`src/rtl/adcsc_consts.svh`:
```
// Purpose: constants for the converter sequencing control block
// Assumes: included by the top module; the package does not include it
// Notes: offsets are word-aligned byte addresses
`ifndef ADCSC_CONSTS_SVH
`define ADCSC_CONSTS_SVH
`define ADCSC_OFF_CTRL1 8'h00
`define ADCSC_OFF_CTRL2 8'h04
`define ADCSC_OFF_CHSEL 8'h08
`define ADCSC_OFF_SCAN 8'h0C
`define ADCSC_OFF_BUF0 8'h40
`define ADCSC_BUF_WORDS 22
`define ADCSC_HALF_WORDS 11
`define ADCSC_BIT_ON 15
`define ADCSC_SSRC_LSB 4
`define ADCSC_BIT_RES 3
`define ADCSC_BIT_AUTO_SAMPLE_START 2
`define ADCSC_BIT_SAMPLE_CONTROL 1
`define ADCSC_BIT_DONE 0
`define ADCSC_VCFG_LSB 13
`define ADCSC_BIT_OFFSET_CALIBRATE 12
`define ADCSC_BIT_BUFREG 11
`define ADCSC_BIT_SCAN 10
`define ADCSC_BIT_FILLH 7
`define ADCSC_SMPI_LSB 2
`define ADCSC_BIT_SPLIT 1
`define ADCSC_TRG_MANUAL 4'h0
`define ADCSC_TRG_EXTIRQ 4'h1
`define ADCSC_TRG_TMR3 4'h2
`define ADCSC_TRG_TMR1 4'h6
`define ADCSC_CONV_NS 1200
`define ADCSC_CLK_NS 100
`define ADCSC_CONV_CYC ((`ADCSC_CONV_NS + `ADCSC_CLK_NS - 1) / `ADCSC_CLK_NS)
`define ADCSC_CTRL1_MASK 32'h000080FE
`define ADCSC_CTRL2_MASK 32'h0000FCBE
`endif

```
`src/rtl/adcsc_pkg.sv`:
```
// Purpose: types for the converter sequencing control block
// Assumes: constants come from adcsc_consts.svh
// Notes: none
package adcsc_pkg;
  typedef enum logic [1:0] {
    ADCSC_IDLE,
    ADCSC_SAMPLE,
    ADCSC_CONVERT
  } adcsc_state_t;
  typedef struct packed {
    adcsc_state_t st;
    logic [31:0] ctrl1;
    logic [31:0] ctrl2;
    logic [3:0] chsel;
    logic [15:0] scan;
    logic [3:0] scan_idx;
    logic [3:0] seq_cnt;
    logic [4:0] wr_ptr;
    logic [3:0] conv_cnt;
    logic [31:0] rdata;
    logic start_conv;
    logic irq;
    logic [3:0] pos_sel;
    logic neg_sel;
    logic cal;
    logic res12;
    logic [2:0] vref;
    logic [1:0] ext_s1;
    logic [1:0] ext_s2;
    logic ext_d;
  } adcsc_st_t;
endpackage : adcsc_pkg

```
`src/rtl/adcsc_top.sv`:
```
// Purpose: sample/convert sequencing, trigger choice and result buffering
// Assumes: converter core reports result with result_valid_i pulse
// Notes: timer triggers are same-clock pulses; ext irq pin is synchronised
// Summary of operation
// - manual code: clearing sample bit starts conversion
// - code 0001: ext irq edge starts conversion
// - code 0110: timer1 match, not in sleep
// - code 0010: timer3 match; reserved codes ignored
// - resolution bit selects 12 or 10 bits
// - auto start resamples after conversion ends
// - writing one to sample bit starts sampling
// - manual mode: writing zero starts conversion
// - module off forces sample bit zero
// - done set on completion; clear harmless
// - auto modes clear done at next sample
// - reference field selects reference pair
// - offset calibrate ties inputs to negative reference
// - per-channel buffer slots, else fifo
// - split mode gives two 11-word halves
// - fill-half bit shows half being filled
// - sequences field sets interrupt spacing
//
// Added by the designer: the address-and-strobe port and the placing of the registers.
`timescale 1ns/1ps
`include "adcsc_consts.svh"
module adcsc_top
  import adcsc_pkg::*;
(
  input wire logic clk_i,
  input wire logic sys_rst_i,
  input wire logic [7:0] addr_i,
  input wire logic [31:0] wdata_i,
  input wire logic wr_i,
  input wire logic rd_i,
  output logic [31:0] rdata_o,
  input wire logic ext_irq_zero_i,
  input wire logic tmr1_match_i,
  input wire logic tmr3_match_i,
  input wire logic sleep_i,
  input wire logic result_valid_i,
  input wire logic [11:0] result_i,
  output logic sampling_o,
  output logic start_conv_o,
  output logic res12_o,
  output logic [2:0] reference_sel_o,
  output logic offset_calibrate_o,
  output logic [3:0] pos_input_o,
  output logic neg_input_o,
  output logic adc_irq_o
);
  adcsc_st_t s_r;
  adcsc_st_t s_nxt;
  logic [11:0] result_buffer [0:`ADCSC_BUF_WORDS-1];
  logic [4:0] buf_wa;
  logic buf_we;

  function automatic logic [3:0] next_scan(input logic [15:0] sel, input logic [3:0] cur);
    logic [3:0] i;
    logic found;
    next_scan = cur;
    found = 1'b0;
    for (int k = 1; k <= 16; k++) begin
      i = cur + k[3:0];
      if (!found && sel[i]) begin
        next_scan = i;
        found = 1'b1;
      end
    end
  endfunction : next_scan

  always_comb begin
    logic on;
    logic trig;
    logic ext_edge;
    logic sample_control_wr;
    logic [3:0] src;
    logic [4:0] slot;
    logic [4:0] half_base;
    trig = 1'b0;
    slot = 5'h00;
    half_base = 5'h00;
    s_nxt = s_r;
    s_nxt.start_conv = 1'b0;
    s_nxt.irq = 1'b0;
    buf_we = 1'b0;
    buf_wa = 5'h00;
    on = s_r.ctrl1[`ADCSC_BIT_ON];
    src = s_r.ctrl1[`ADCSC_SSRC_LSB +: 4];
    sample_control_wr = 1'b0;
    s_nxt.ext_s1 = {1'b0, ext_irq_zero_i};
    s_nxt.ext_s2 = s_r.ext_s1;
    s_nxt.ext_d = s_r.ext_s2[0];
    ext_edge = s_r.ext_s2[0] & ~s_r.ext_d;
    unique case (src)
      `ADCSC_TRG_EXTIRQ: trig = ext_edge;
      `ADCSC_TRG_TMR3: trig = tmr3_match_i;
      `ADCSC_TRG_TMR1: trig = tmr1_match_i & ~sleep_i;
      default: trig = 1'b0;
    endcase
    if (wr_i) begin
      unique case (addr_i)
        `ADCSC_OFF_CTRL1: begin
          s_nxt.ctrl1 = (wdata_i & `ADCSC_CTRL1_MASK) | {31'h0, s_r.ctrl1[`ADCSC_BIT_DONE] & wdata_i[0]};
          s_nxt.ctrl1[`ADCSC_BIT_SAMPLE_CONTROL] = s_r.ctrl1[`ADCSC_BIT_SAMPLE_CONTROL];
          sample_control_wr = 1'b1;
        end
        `ADCSC_OFF_CTRL2: begin
          s_nxt.ctrl2 = (wdata_i & `ADCSC_CTRL2_MASK) | {24'h0, s_r.ctrl2[`ADCSC_BIT_FILLH], 7'h00};
          s_nxt.ctrl2[`ADCSC_BIT_FILLH] = s_r.ctrl2[`ADCSC_BIT_FILLH];
        end
        `ADCSC_OFF_CHSEL: s_nxt.chsel = wdata_i[3:0];
        `ADCSC_OFF_SCAN: s_nxt.scan = wdata_i[15:0];
        default: ;
      endcase
    end
    unique case (s_r.st)
      ADCSC_IDLE: begin
        if (sample_control_wr && wdata_i[`ADCSC_BIT_SAMPLE_CONTROL] && wdata_i[`ADCSC_BIT_ON]) begin
          s_nxt.st = ADCSC_SAMPLE;
        end
      end
      ADCSC_SAMPLE: begin
        if ((src == `ADCSC_TRG_MANUAL && sample_control_wr && !wdata_i[`ADCSC_BIT_SAMPLE_CONTROL]) || trig) begin
          s_nxt.st = ADCSC_CONVERT;
          s_nxt.start_conv = 1'b1;
          s_nxt.conv_cnt = 4'(`ADCSC_CONV_CYC);
        end
      end
      ADCSC_CONVERT: begin
        if (s_r.conv_cnt != 4'h0) begin
          s_nxt.conv_cnt = s_r.conv_cnt - 4'h1;
        end
        if (result_valid_i) begin
          s_nxt.ctrl1[`ADCSC_BIT_DONE] = 1'b1;
          half_base = (s_r.ctrl2[`ADCSC_BIT_SPLIT] && s_r.ctrl2[`ADCSC_BIT_FILLH]) ? 5'(`ADCSC_HALF_WORDS) : 5'h00;
          slot = s_r.ctrl2[`ADCSC_BIT_BUFREG] ? {1'b0, s_r.pos_sel} : half_base + s_r.wr_ptr;
          buf_we = 1'b1;
          buf_wa = slot;
          s_nxt.wr_ptr = s_r.wr_ptr + 5'h01;
          if (s_r.ctrl2[`ADCSC_BIT_SCAN]) begin
            s_nxt.scan_idx = next_scan(s_r.scan, s_r.scan_idx);
          end
          if (s_r.seq_cnt == s_r.ctrl2[`ADCSC_SMPI_LSB +: 4]) begin
            s_nxt.seq_cnt = 4'h0;
            s_nxt.irq = 1'b1;
            s_nxt.wr_ptr = 5'h00;
            if (s_r.ctrl2[`ADCSC_BIT_SPLIT]) begin
              s_nxt.ctrl2[`ADCSC_BIT_FILLH] = ~s_r.ctrl2[`ADCSC_BIT_FILLH];
            end
          end else begin
            s_nxt.seq_cnt = s_r.seq_cnt + 4'h1;
          end
          if (s_nxt.wr_ptr >= 5'((s_r.ctrl2[`ADCSC_BIT_SPLIT]) ? `ADCSC_HALF_WORDS : `ADCSC_BUF_WORDS)) begin
            s_nxt.wr_ptr = 5'h00;
          end
          if (s_r.ctrl1[`ADCSC_BIT_AUTO_SAMPLE_START]) begin
            s_nxt.st = ADCSC_SAMPLE;
          end else begin
            s_nxt.st = ADCSC_IDLE;
          end
        end
      end
      default: s_nxt.st = ADCSC_IDLE;
    endcase
    if (s_r.st != ADCSC_SAMPLE && s_nxt.st == ADCSC_SAMPLE && s_r.ctrl1[`ADCSC_BIT_AUTO_SAMPLE_START]
        && !result_valid_i) begin
      s_nxt.ctrl1[`ADCSC_BIT_DONE] = 1'b0;
    end
    if (s_r.st == ADCSC_SAMPLE && s_nxt.st == ADCSC_SAMPLE && s_r.ctrl1[`ADCSC_BIT_AUTO_SAMPLE_START]
        && s_r.ctrl1[`ADCSC_BIT_DONE] && !sample_control_wr) begin
      s_nxt.ctrl1[`ADCSC_BIT_DONE] = 1'b0;
    end
    if (s_r.st == ADCSC_IDLE && s_r.ctrl1[`ADCSC_BIT_AUTO_SAMPLE_START] && on) begin
      s_nxt.st = ADCSC_SAMPLE;
    end
    if (!s_nxt.ctrl1[`ADCSC_BIT_ON]) begin
      s_nxt.st = ADCSC_IDLE;
    end
    s_nxt.ctrl1[`ADCSC_BIT_SAMPLE_CONTROL] = (s_nxt.st == ADCSC_SAMPLE);
    s_nxt.rdata = 32'h0;
    if (rd_i) begin
      unique case (addr_i)
        `ADCSC_OFF_CTRL1: s_nxt.rdata = s_r.ctrl1;
        `ADCSC_OFF_CTRL2: s_nxt.rdata = s_r.ctrl2;
        `ADCSC_OFF_CHSEL: s_nxt.rdata = {28'h0, s_r.chsel};
        `ADCSC_OFF_SCAN: s_nxt.rdata = {16'h0, s_r.scan};
        default: begin
          if (addr_i >= `ADCSC_OFF_BUF0 && addr_i < 8'(`ADCSC_OFF_BUF0 + 4 * `ADCSC_BUF_WORDS)
              && addr_i[1:0] == 2'h0) begin
            s_nxt.rdata = {20'h0, result_buffer[5'(addr_i[7:2] - 6'h10)]};
          end
        end
      endcase
    end
    s_nxt.cal = s_r.ctrl2[`ADCSC_BIT_OFFSET_CALIBRATE];
    s_nxt.pos_sel = s_r.ctrl2[`ADCSC_BIT_SCAN] ? s_r.scan_idx : s_r.chsel;
    s_nxt.neg_sel = s_r.ctrl2[`ADCSC_BIT_OFFSET_CALIBRATE];
    s_nxt.res12 = s_r.ctrl1[`ADCSC_BIT_RES];
    s_nxt.vref = s_r.ctrl2[`ADCSC_VCFG_LSB +: 3];
  end

  always_ff @(posedge clk_i or posedge sys_rst_i) begin
    if (sys_rst_i) begin
      s_r <= '0;
    end else begin
      s_r <= s_nxt;
    end
  end

  // buffer holds data only, so it needs no reset
  always_ff @(posedge clk_i) begin
    if (buf_we) begin
      result_buffer[buf_wa] <= result_i;
    end
  end

  assign rdata_o = s_r.rdata;
  assign sampling_o = s_r.ctrl1[`ADCSC_BIT_SAMPLE_CONTROL];
  assign start_conv_o = s_r.start_conv;
  assign res12_o = s_r.res12;
  assign reference_sel_o = s_r.vref;
  assign offset_calibrate_o = s_r.cal;
  assign pos_input_o = s_r.pos_sel;
  assign neg_input_o = s_r.neg_sel;
  assign adc_irq_o = s_r.irq;
endmodule : adcsc_top

```
`config.mk`:
```
export PLATFORM = sky130hd
export DESIGN_NAME = adcsc_top
export DESIGN_NICKNAME = d
export VERILOG_FILES = /design/src/rtl/adcsc_pkg.sv /design/src/rtl/adcsc_top.sv
export VERILOG_INCLUDE_DIRS = /design/src /design/src/rtl
export SDC_FILE = /design/constraint.sdc
export NUM_CORES = 1
export LEC_CHECK = 0
export BUFFER_PORTS_ARGS = -buffer_cell sky130_fd_sc_hd__buf_2
export CORE_AREA = 2 2 161 163
export DETAILED_ROUTE_END_ITERATION = 16
export DIE_AREA = 0 0 163 165
export PLACE_DENSITY = 0.87
export RECOVER_POWER = 100
export SYNTH_ARGS = -nofsm -noshare
export SYNTH_HDL_FRONTEND = slang
export SYNTH_SLANG_ARGS = --single-unit
```
`constraint.sdc`:
```
create_clock -name clk_i -period 11.55 [get_ports clk_i]
set_input_delay 1.155 -clock clk_i [delete_from_list [all_inputs] [get_ports clk_i]]
set_output_delay 1.155 -clock clk_i [all_outputs]
set_load 0.01 [all_outputs]
```
; After elaboration in Yosys (flattened, before gate mapping)
; Memories as Yosys holds them, arrays and structs flattened.
; Index checks and enable logic that the tools add are counted.
[op_classes]
order_cmp = 19
eq_ne = 12
muxes = 153
reduce_logical = 61
n_addsub = 19
bitwise = 9
[ops]
columns = operator, n
row1 = one-hot mux 32 bit (4 select lines), 1
row2 = 2-to-1 mux 1 bit, 96
row3 = less-than comparator 4 x 5 -> 1 bit (second input constant), 16
row4 = 2-to-1 mux 4 bit, 19
row5 = 2-to-1 mux 68 bit, 1
row6 = binary-select mux 1 bit (select 4 bit), 16
row7 = 2-to-1 mux 32 bit, 2
row8 = 2-to-1 mux 5 bit, 8
row9 = adder 4 bit (second input constant), 8
row10 = 2-to-1 mux 16 bit, 2
row11 = logical AND 1 bit, 31
row12 = logical NOT 1 bit, 18
row13 = adder 4 x 3 -> 4 bit (second input constant), 4
row14 = == test 8 x 4 -> 1 bit (second input constant), 2
row15 = OR 16 x 1 -> 16 bit, 1
row16 = OR 16 x 8 -> 16 bit, 1
row17 = nonzero test 15 bit, 1
row18 = 2-to-1 mux 12 bit, 1
row19 = 2-to-1 mux 2 bit, 5
row20 = AND reduction 2 bit, 5
row21 = adder 4 x 1 -> 4 bit (second input constant), 2
row22 = adder 4 x 2 -> 4 bit (second input constant), 2
row23 = == test 8 x 3 -> 1 bit (second input constant), 1
row24 = greater-or-equal comparator 8 x 7 -> 1 bit (second input constant), 1
row25 = 21 further kinds, 29
[word_totals]
wordCells = 294
n_memories = 1
register_bits = 129
ram_bits = 264
out_inout_bits = 45
[mem_list]
columns = name, words, word_bits, rd, rd_ports_with_merged_regs, write_ports, line_no
row1 = result_buffer, 22, 12, 1, 0, 1, adcsc_top.sv:53  ; logic [11:0] result_buffer [0:`ADCSC_BUF_WORDS-1];

; Longest topological paths before layout
; Gate-level depths: netlist of the first run.
[depth]
depth_word = 95
ltp_mapped = 17
ltp_nobuf = 12

; Least setup slack after synthesis of the first run
; No wires, ideal clock.
[synth_timing]
path_type = reg2reg
startpoint = register s_r[63] (netlist name)
endpoint = register s_r[64] (netlist name)
period_less_slack_ns = 4.117
setup_ns = 0.125
arrival_ns = 3.992
setup_slack_ns = 7.433
stages_incl_launch_ff = 16
t_required_ns = 11.425
path_buffers = 5
path_cell_list = dfrtp_1 -> clkbuf_1 -> buf_2 -> inv_1 -> ha_1 -> buf_2 -> clkbuf_1 -> mux4_2 -> mux4_2 -> a2111oi_4 -> and4_1 -> buf_4 -> o311ai_1 -> a32oi_1 -> o31ai_1 -> mux2_2
[synth_via]
elab_chain_cells = 95
elab_cells_between_ends = 155
cone_classes = add/sub (15) / mux (107) / bitwise (1) / reduce/logical (32)
[synth_lines]
columns = item, line_no
row1 = "start, declared", adcsc_top.sv:51  ; adcsc_st_t s_r;
row2 = "start signal, assigned", adcsc_top.sv:206  ; s_r <= s_nxt;
row3 = adder 4 x 1 -> 4 bit, adcsc_top.sv:63  ; i = cur + k[3:0];
row4 = binary-select mux 1 bit (select 4 bit), adcsc_top.sv:64  ; if (!found && sel[i]) begin
row5 = 2-to-1 mux 1 bit (implied by the code), adcsc_top.sv:64
row6 = 2-to-1 mux 1 bit, adcsc_top.sv:64
row7 = 2-to-1 mux 1 bit, adcsc_top.sv:140  ; if (s_r.ctrl2[`ADCSC_BIT_SCAN]) begin
row8 = 2-to-1 mux 1 bit, adcsc_top.sv:133  ; if (result_valid_i) begin
row9 = 2-to-1 mux 1 bit, adcsc_top.sv:116  ; unique case (s_r.st)
row10 = logical NOT 1 bit, adcsc_top.sv:64
row11 = [... 79 more ...], -
row12 = 2-to-1 mux 1 bit, adcsc_top.sv:64
row13 = 2-to-1 mux 1 bit, adcsc_top.sv:140
row14 = 2-to-1 mux 1 bit, adcsc_top.sv:133
row15 = 2-to-1 mux 1 bit, adcsc_top.sv:116
row16 = logical NOT 1 bit, adcsc_top.sv:64
row17 = logical AND 1 bit, adcsc_top.sv:64
row18 = inverter 1 bit (no source line), -
row19 = AND reduction 5 bit (no source line), -
; Several ways; a longest one is shown, not always the timed one. The select of a mux whose other input is x is not followed.
; A chain may end at the register's enable or synchronous reset.

; Final worst setup path of the first run
[layout_timing]
startpoint = input port addr_i[2]
endpoint = register s_r[78] (netlist name)
[layout_via]
elab_chain_cells = 2
[layout_lines]
columns = item, line_no
row1 = "start, declared", adcsc_top.sv:31  ; input wire logic [7:0] addr_i,
row2 = == test 8 x 4 -> 1 bit, adcsc_top.sv:101  ; unique case (addr_i)
row3 = AND reduction 2 bit (no source line), -
; No other way between the ends.

==> flow_summary.ini, run 1 <==
[cts]
worst_skew_pair.late_latency_ns = 0.54
cts-buffers-inserted = 36
post-cts-setup-buffers = 0
hold_buffers = 0
cts_max_path_buffers = 3
root_buffer = sky130_fd_sc_hd__clkbuf_16
cts_clock_pin_slew_for_the_worst_setup_and_hold_paths_ns = 0.06
post_cts.resized_instances = 0
cts_htree_levels = 2
tritoncts = done
cts_num_sinks = 350

[final_layout]
design_area_um2 = 18000
final_util = 0.718
share_of_final_layout_standard_cells_stronger_than_drive_strength_1 = 0.205
antenna_cells = 0
num-nets-final = 1226
layout-area-overhead-vs-synth_pct = 9.20

[yosys]
async_flop_share = 0.246
synth_common_cells = sky130_fd_sc_hd__edfxtp_1, sky130_fd_sc_hd__mux4_2, sky130_fd_sc_hd__dfrtp_1, sky130_fd_sc_hd__nor2_1, sky130_fd_sc_hd__nand2_1
synth_sequential_area_ratio = 0.612
flip_flop_and_latch_count_after_synthesis = 350
synth.area.top_cells = sky130_fd_sc_hd__edfxtp_1, sky130_fd_sc_hd__mux4_2, sky130_fd_sc_hd__dfrtp_1
synthFlopType = sky130_fd_sc_hd__edfxtp_1
main_combinational_cell_family_by_area_after_synthesis = multiplexers
yosys_warnings = 0
synthMuxAreaShare = 0.199
yosys.cell_types.count = 66
synth-edff-count = 264
netlist_area_um2 = 16500
postSynthCellCount = 1082
compound_gate_portion_of_the_synthesized_area = 0.0565
synth_xor_xnor_area_share = 0.0126
post-synth-top-area-fraction = 0.481
post-synth-top-area-cell = sky130_fd_sc_hd__edfxtp_1
synth-simple-area-share = 0.0690
per_instance_average_area_after_synthesis_um2 = 15.2
post_synth_fa_ha_maj_area_fraction = 0.0141
yosys.cell_count.top_type = sky130_fd_sc_hd__edfxtp_1

[die]
die_w_um = 163
die-area_um2 = 26900
die_height_um = 165
placeable_core_region_um2 = 25000
rows = 58
floorplan.initialDensity = 0.658
floorplan.io_pins = 106

[drt]
detail_route.iter0.violations = 1122
ant_nets = 0
total_number_of_vias = 10000
drc = 0
routed_wirelength_mm = 38.7
wl_per_cell_um = 25.8
detailedRoute.firstPassIterationCount = 5
avgViaCountPerCell = 6.67

[global_route]
global_routing_met2_resource_utilization = 0.509
vias_in_the_first_global_route = 9871
grt_max_degree = 87
antenna_found_initial = 0
groute.layer.met1.usage = 0.403
grt.total_usage = 0.299
top_usage_layer = met2
gr-total-overflow = 0
grt_pass1_wl_mm = 58.8
global_route.usage.met3 = 0.0399

[timing]
timing.setup.tns_ns = 0
max-slew-margin-rel = -2.02
fin_hold_ws_ns = 0.368
pin_slew_with_the_least_headroom_to_its_limit_ns = 4.52
timing.final.crit_share = 0.554
report.final.slew_viol_count = 167
min_period_ns = 6.40
report.final.hold_viol_count = 0
skew_ns = 0.0252
finalSetupViolCount = 0
setup_repair_after_global_routing_missed_its_margin = no
max_freq_ghz = 0.156

[pwr]
vdd_ir_drop_max_mv = 0.164
cell_area_power_density_nw_per_um2 = 149
p_leak_nw = 6.46

[critical_path]
required_ns = 11.94
timing.critical_path.cells = buf_4, clkbuf_1, nand4_1, mux2_2
kind_of_capture_point_of_the_worst_setup_path = register
startpoint_type = input port
crit-reg2reg-launch = s_r[62]
ff2ff_setup_slack_ns = 6.02
reg2reg_to = s_r[64]
crit_slowest_cell = sky130_fd_sc_hd__clkbuf_1
buffers_and_inverters_on_the_worst_path = 2
worstPathMaxFanout = 49
worst-r2r-cell-count = 10
crit_family = buffers and inverters
timing.critical_path.slowest_cell_delay_ns = 2.59
critical_path_class = input port to register
arrival_ns = 6.79

[placed_design]
detailedPlacementHpwl_mm = 24.1
dpl_cell_area_um2 = 17000
gp_congestion = 0.914
io_buffer_count = 73

[hold_path]
hold_path_class = register to register
timing.hold.worst_path_depth = 0
worstHoldEndpoint = s_nxt[0]
hp-start = s_nxt[1]

[flow_run]
maxcap_violations = 3

[run_status]
outcome = complete, but fails checks
failed_checks = capacitance limit, slew limit
## final cells by class
cell class / count / area (um2)
fill: 1635 / 7050
timing repair buffer: 105 / 453
multi-input combinational: 637 / 5820
sequential: 350 / 10100
tap: 330 / 413
inverter: 17 / 65.1
clock buffer: 46 / 970
clock inverter: 18 / 181
## how the worst max path moves through the flow
stage / startpoint / endpoint / cells after the start
after detailed placement: s_r[63] / s_r[64] / 11
after floorplan: s_r[63] / s_r[64] / 15
after global placement: s_r[63] / s_r[64] / 11
final: addr_i[2] / s_r[78] / 4
after global routing: addr_i[2] / s_r[72] / 4
after CTS: s_r[63] / s_r[64] / 11
## per-layer routing
layer / part of all wire / vias to the layer above
met5: 0 / -
met4: 0.035 / 0
met3: 0.082 / 92
met2: 0.51 / 570
met1: 0.37 / 5066
li1: - / 4302
## state kept, by name, summed over array words and instances, names as in the netlist
| name | cells |
|---|---|
| rdata_o | 16 |
| adc_irq_o | 1 |
| s_nxt | 7 |
| start_conv_o | 1 |
| res12_o | 1 |
| reference_sel_o | 3 |
| sampling_o | 1 |
| result_buffer | 264 |
| offset_calibrate_o | 1 |
| pos_input_o | 4 |
| s_r | 51 |
## per-stage QoR
stage	setup slack (ns)	total power (W)	std cells
after global placement	6.91	0.00157	1439
after floorplan	7.43	0.00152	1097
after global routing	4.48	0.00274	1503
after CTS	6.84	0.00268	1503
final	5.15	0.00267	1503
after detailed placement	6.89	0.00157	1439
## cell families after synthesis
| group | Yosys count |
|---|---|
| other | 1 |
| buffers and inverters | 110 |
| adders and majority gates | 18 |
| and+or+nand+nor | 245 |
| muxes | 194 |
| AOI/OAI and AO/OA | 142 |
| DFF | 350 |
| xor gates and xnor gates | 22 |
## placed cells by master (no fill, tap or decap), types with 7 or more instances in the layout
| cell type | count |
|---|---|
| sky130_fd_sc_hd__clkbuf_1 | 78 |
| sky130_fd_sc_hd__clkinv_1 | 7 |
| sky130_fd_sc_hd__xnor2_1 | 9 |
| sky130_fd_sc_hd__buf_2 | 29 |
| sky130_fd_sc_hd__mux4_2 | 100 |
| sky130_fd_sc_hd__inv_1 | 16 |
| sky130_fd_sc_hd__conb_1 | 16 |
| sky130_fd_sc_hd__o21ai_0 | 33 |
| sky130_fd_sc_hd__xor2_1 | 11 |
| sky130_fd_sc_hd__nand3_1 | 23 |
| sky130_fd_sc_hd__nand4_1 | 7 |
| sky130_fd_sc_hd__mux2i_1 | 43 |
| sky130_fd_sc_hd__ha_1 | 17 |
| sky130_fd_sc_hd__a211oi_1 | 17 |
| sky130_fd_sc_hd__edfxtp_1 | 264 |
| sky130_fd_sc_hd__o22ai_1 | 10 |
| sky130_fd_sc_hd__dfrtp_1 | 86 |
| sky130_fd_sc_hd__nor3_1 | 12 |
| sky130_fd_sc_hd__nand2_1 | 70 |
| sky130_fd_sc_hd__mux2_2 | 49 |
| sky130_fd_sc_hd__nor2_1 | 85 |
| sky130_fd_sc_hd__nand2b_1 | 9 |
| sky130_fd_sc_hd__a21oi_1 | 36 |
| sky130_fd_sc_hd__clkbuf_16 | 37 |
| sky130_fd_sc_hd__a31oi_1 | 8 |
## power by group
group          total, W  switching, W  internal, W
sequential      0.00138     0.0000118      0.00136
clock           0.00112      0.000477     0.000646
combinational  0.000173      0.000104    0.0000694
No activity file was read; power rests on OpenSTA's default activity.
==> run 2, diff against run 1 <==
--- a/config.mk
+++ b/config.mk
@@ -6,11 +6,12 @@
 export SDC_FILE = /design/constraint.sdc
 export NUM_CORES = 1
 export LEC_CHECK = 0
+export ABC_AREA = 1
 export BUFFER_PORTS_ARGS = -buffer_cell sky130_fd_sc_hd__buf_2
-export CORE_AREA = 2 2 161 163
+export CORE_AREA = 2 2 172 174
 export DETAILED_ROUTE_END_ITERATION = 16
-export DIE_AREA = 0 0 163 165
-export PLACE_DENSITY = 0.87
+export DIE_AREA = 0 0 174 176
+export PLACE_DENSITY = 0.78
 export RECOVER_POWER = 100
 export SYNTH_ARGS = -nofsm -noshare
 export SYNTH_HDL_FRONTEND = slang
==> constraint.sdc (replaced) <==
create_clock -name clk_i -period 5.6 [get_ports clk_i]
set_input_delay 0.56 -clock clk_i [delete_from_list [all_inputs] [get_ports clk_i]]
set_output_delay 0.56 -clock clk_i [all_outputs]
set_load 0.01 [all_outputs]
==> run 2 against run 1 <==
The run still ends with capacitance limit, slew limit left. Via count increased by 15%. Clock skew fell by 0.0053 ns. Register-to-register slack worse by 5.2 ns. Design area down 4.6%. Critical path depth rose by 17. Area after synthesis fell by 5.3%. Worst hold slack lost 0.22 ns. Sequential cell count stayed put. Total power is 110% higher. Critical endpoint is now s_r[62]. Largest power group unchanged.
==> flow_summary.ini, run 2 <==
[run_status]
outcome = complete, but fails checks
failed_checks = capacitance limit, slew limit

[timing]
skew_ns = 0.0200
setup_repair_after_global_routing_missed_its_margin = no
finalSetupViolCount = 0
max_freq_ghz = 0.211
timing.setup.tns_ns = 0
min_period_ns = 4.73
max-slew-margin-rel = -0.469
timing.final.crit_share = 0.845
report.final.hold_viol_count = 0
report.final.slew_viol_count = 100
pin_slew_with_the_least_headroom_to_its_limit_ns = 2.19
setup_slack_ns = 0.867

[die]
die-area_um2 = 30600
floorplan.initialDensity = 0.546
floorplan.io_pins = 106
placeable_core_region_um2 = 28500
die_w_um = 174
die_height_um = 176
rows = 62

[cts]
hold_buffers = 0
cts-buffers-inserted = 36
root_buffer = sky130_fd_sc_hd__clkbuf_16
tritoncts = done
cts_num_sinks = 350
cts_max_path_buffers = 3
post_cts.resized_instances = 0
cts_clock_pin_slew_for_the_worst_setup_and_hold_paths_ns = 0.06
post-cts-setup-buffers = 0
worst_skew_pair.late_latency_ns = 0.55
cts_htree_levels = 2

[hold_path]
hold_path_class = input port to register

[global_route]
gr-total-overflow = 0
grt_max_degree = 87
grt.total_usage = 0.271
grt_pass1_wl_mm = 63.3
antenna_found_initial = 2
vias_in_the_first_global_route = 11000

[drt]
total_number_of_vias = 11500
ant_nets = 0
drc = 0
detailedRoute.firstPassIterationCount = 6
routed_wirelength_mm = 40.8
avgViaCountPerCell = 6.03
wl_per_cell_um = 21.4
detail_route.iter0.violations = 1507

[placed_design]
io_buffer_count = 73
gp_congestion = 0.899
detailedPlacementHpwl_mm = 26.4
place_worst_setup_slack_ns = 1.14

[yosys]
synth_sequential_area_ratio = 0.647
flip_flop_and_latch_count_after_synthesis = 350
synth-edff-count = 264
synth_common_cells = sky130_fd_sc_hd__edfxtp_1, sky130_fd_sc_hd__nand2_1, sky130_fd_sc_hd__o21ai_0, sky130_fd_sc_hd__inv_1, sky130_fd_sc_hd__nor2_1
yosys.cell_count.top_type = sky130_fd_sc_hd__edfxtp_1
async_flop_share = 0.246
yosys.cell_types.count = 48
post-synth-top-area-cell = sky130_fd_sc_hd__edfxtp_1
synth.area.top_cells = sky130_fd_sc_hd__edfxtp_1, sky130_fd_sc_hd__dfrtp_1, sky130_fd_sc_hd__nand2_1
post-synth-top-area-fraction = 0.509
synthFlopType = sky130_fd_sc_hd__edfxtp_1
netlist_area_um2 = 15600
postSynthCellCount = 1439
yosys_warnings = 0
per_instance_average_area_after_synthesis_um2 = 10.8

[critical_path]
timing.critical_path.cells = inv_1, ha_1, clkinv_1, nand3_1, nand2_1, o21ai_0, inv_1, o21ai_0, inv_1, nand3_1, nor2_4, nand2_1, nor2_1, nand2_1, nor2_1, nand2_1, inv_1, nor2_1, nand2_1, nor3_1, nor2_1
worstPathMaxFanout = 16
buffers_and_inverters_on_the_worst_path = 5
required_ns = 6.01
timing.critical_path.slowest_cell_delay_ns = 0.76
startpoint_type = register
critical_path_class = register to register
kind_of_capture_point_of_the_worst_setup_path = register
crit_top_cell = sky130_fd_sc_hd__nand2_1
crit_family = simple AND/OR/NAND/NOR gates
crit_slowest_cell = sky130_fd_sc_hd__dfrtp_1
ff2ff_setup_slack_ns = 0.87
arrival_ns = 5.15

[final_layout]
most_common_cell_after_layout_fill_and_taps_aside = sky130_fd_sc_hd__edfxtp_1
layout-area-overhead-vs-synth_pct = 10.1
number_of_flip_flops_under_the_largest_register_name = 264
num-nets-final = 1577
share_of_final_layout_standard_cells_stronger_than_drive_strength_1 = 0.0729
most-common-layout-cells = sky130_fd_sc_hd__edfxtp_1, sky130_fd_sc_hd__nand2_1, sky130_fd_sc_hd__o21ai_0, sky130_fd_sc_hd__inv_1, sky130_fd_sc_hd__nor2_1
max_flop_register = result_buffer

[flow_run]
maxcap_violations = 2

[pwr]
cell_area_power_density_nw_per_um2 = 327
p_leak_nw = 6.54
vdd_ir_drop_max_mv = 0.333
[run 2: path summary, 6_finish.rpt]
kind                                start     endpoint  depth (start not counted)
max reg2reg                       s_r[63]      s_r[62]                         21
min reg2reg                      s_nxt[1]     s_nxt[0]                          0
max                               s_r[63]      s_r[62]                         21
min in group asynchronous       sys_rst_i    adc_irq_o                          3
max in group asynchronous       sys_rst_i  rdata_o[12]                          3
min                        ext_irq_zero_i     s_nxt[1]                          1
[run 2: layout make-up]
class | instances | area (um2)
inverters | 125 | 470
flip-flops and latches | 350 | 10100
well taps | 384 | 480
clock inverters | 18 | 153
clock buffers | 44 | 952
fillers | 2318 | 11400
diodes | 1 | 2.50
repair buffers | 103 | 468
multi-input cells | 882 | 4550
[run 2: routing by layer]
| metal | GRT usage | wire length (um) |
|---|---|---|
| met1 | 0.380 | 16400 |
| met2 | 0.427 | 18700 |
| met3 | 0.0603 | 4580 |
| met4 | 0.0875 | 1130 |
| met5 | 0 | 0 |
[run 2: logic make-up after synthesis]
family                   Yosys count  synth area share
buffers and inverters            222            0.0647
adder cells (fa/ha/maj)           18            0.0149
multiplexers                       6           0.00401
AND/OR/NAND/NOR                  503             0.138
AO/OA/AOI/OAI                    324             0.123
other                              1          0.000241
flip-flops                       350             0.647
XOR/XNOR                          15           0.00843
[run 2: power by group]
group	internal, W	total, W	leakage, nW	switching (W)
sequential	0.00284	0.00288	3.52	0.0000420
combinational	0.000138	0.000475	2.48	0.000337
clock	0.00127	0.00225	0.536	0.000987
total	0.00424	0.00561	6.54	0.00137
[run 2: stage by stage]
step	util	instance area [um2]	hold slack [ns]	std cells	total power, W
floorplan	-	15600	0.331	1454	0.00323
global placement	0.567	16200	0.359	1844	0.00338
detailed placement	0.567	16200	0.346	1844	0.00340
CTS	0.606	17300	0.131	1906	0.00562
global route	0.601	17200	0.134	1906	0.00580
finish	0.601	17200	0.143	1907	0.00561
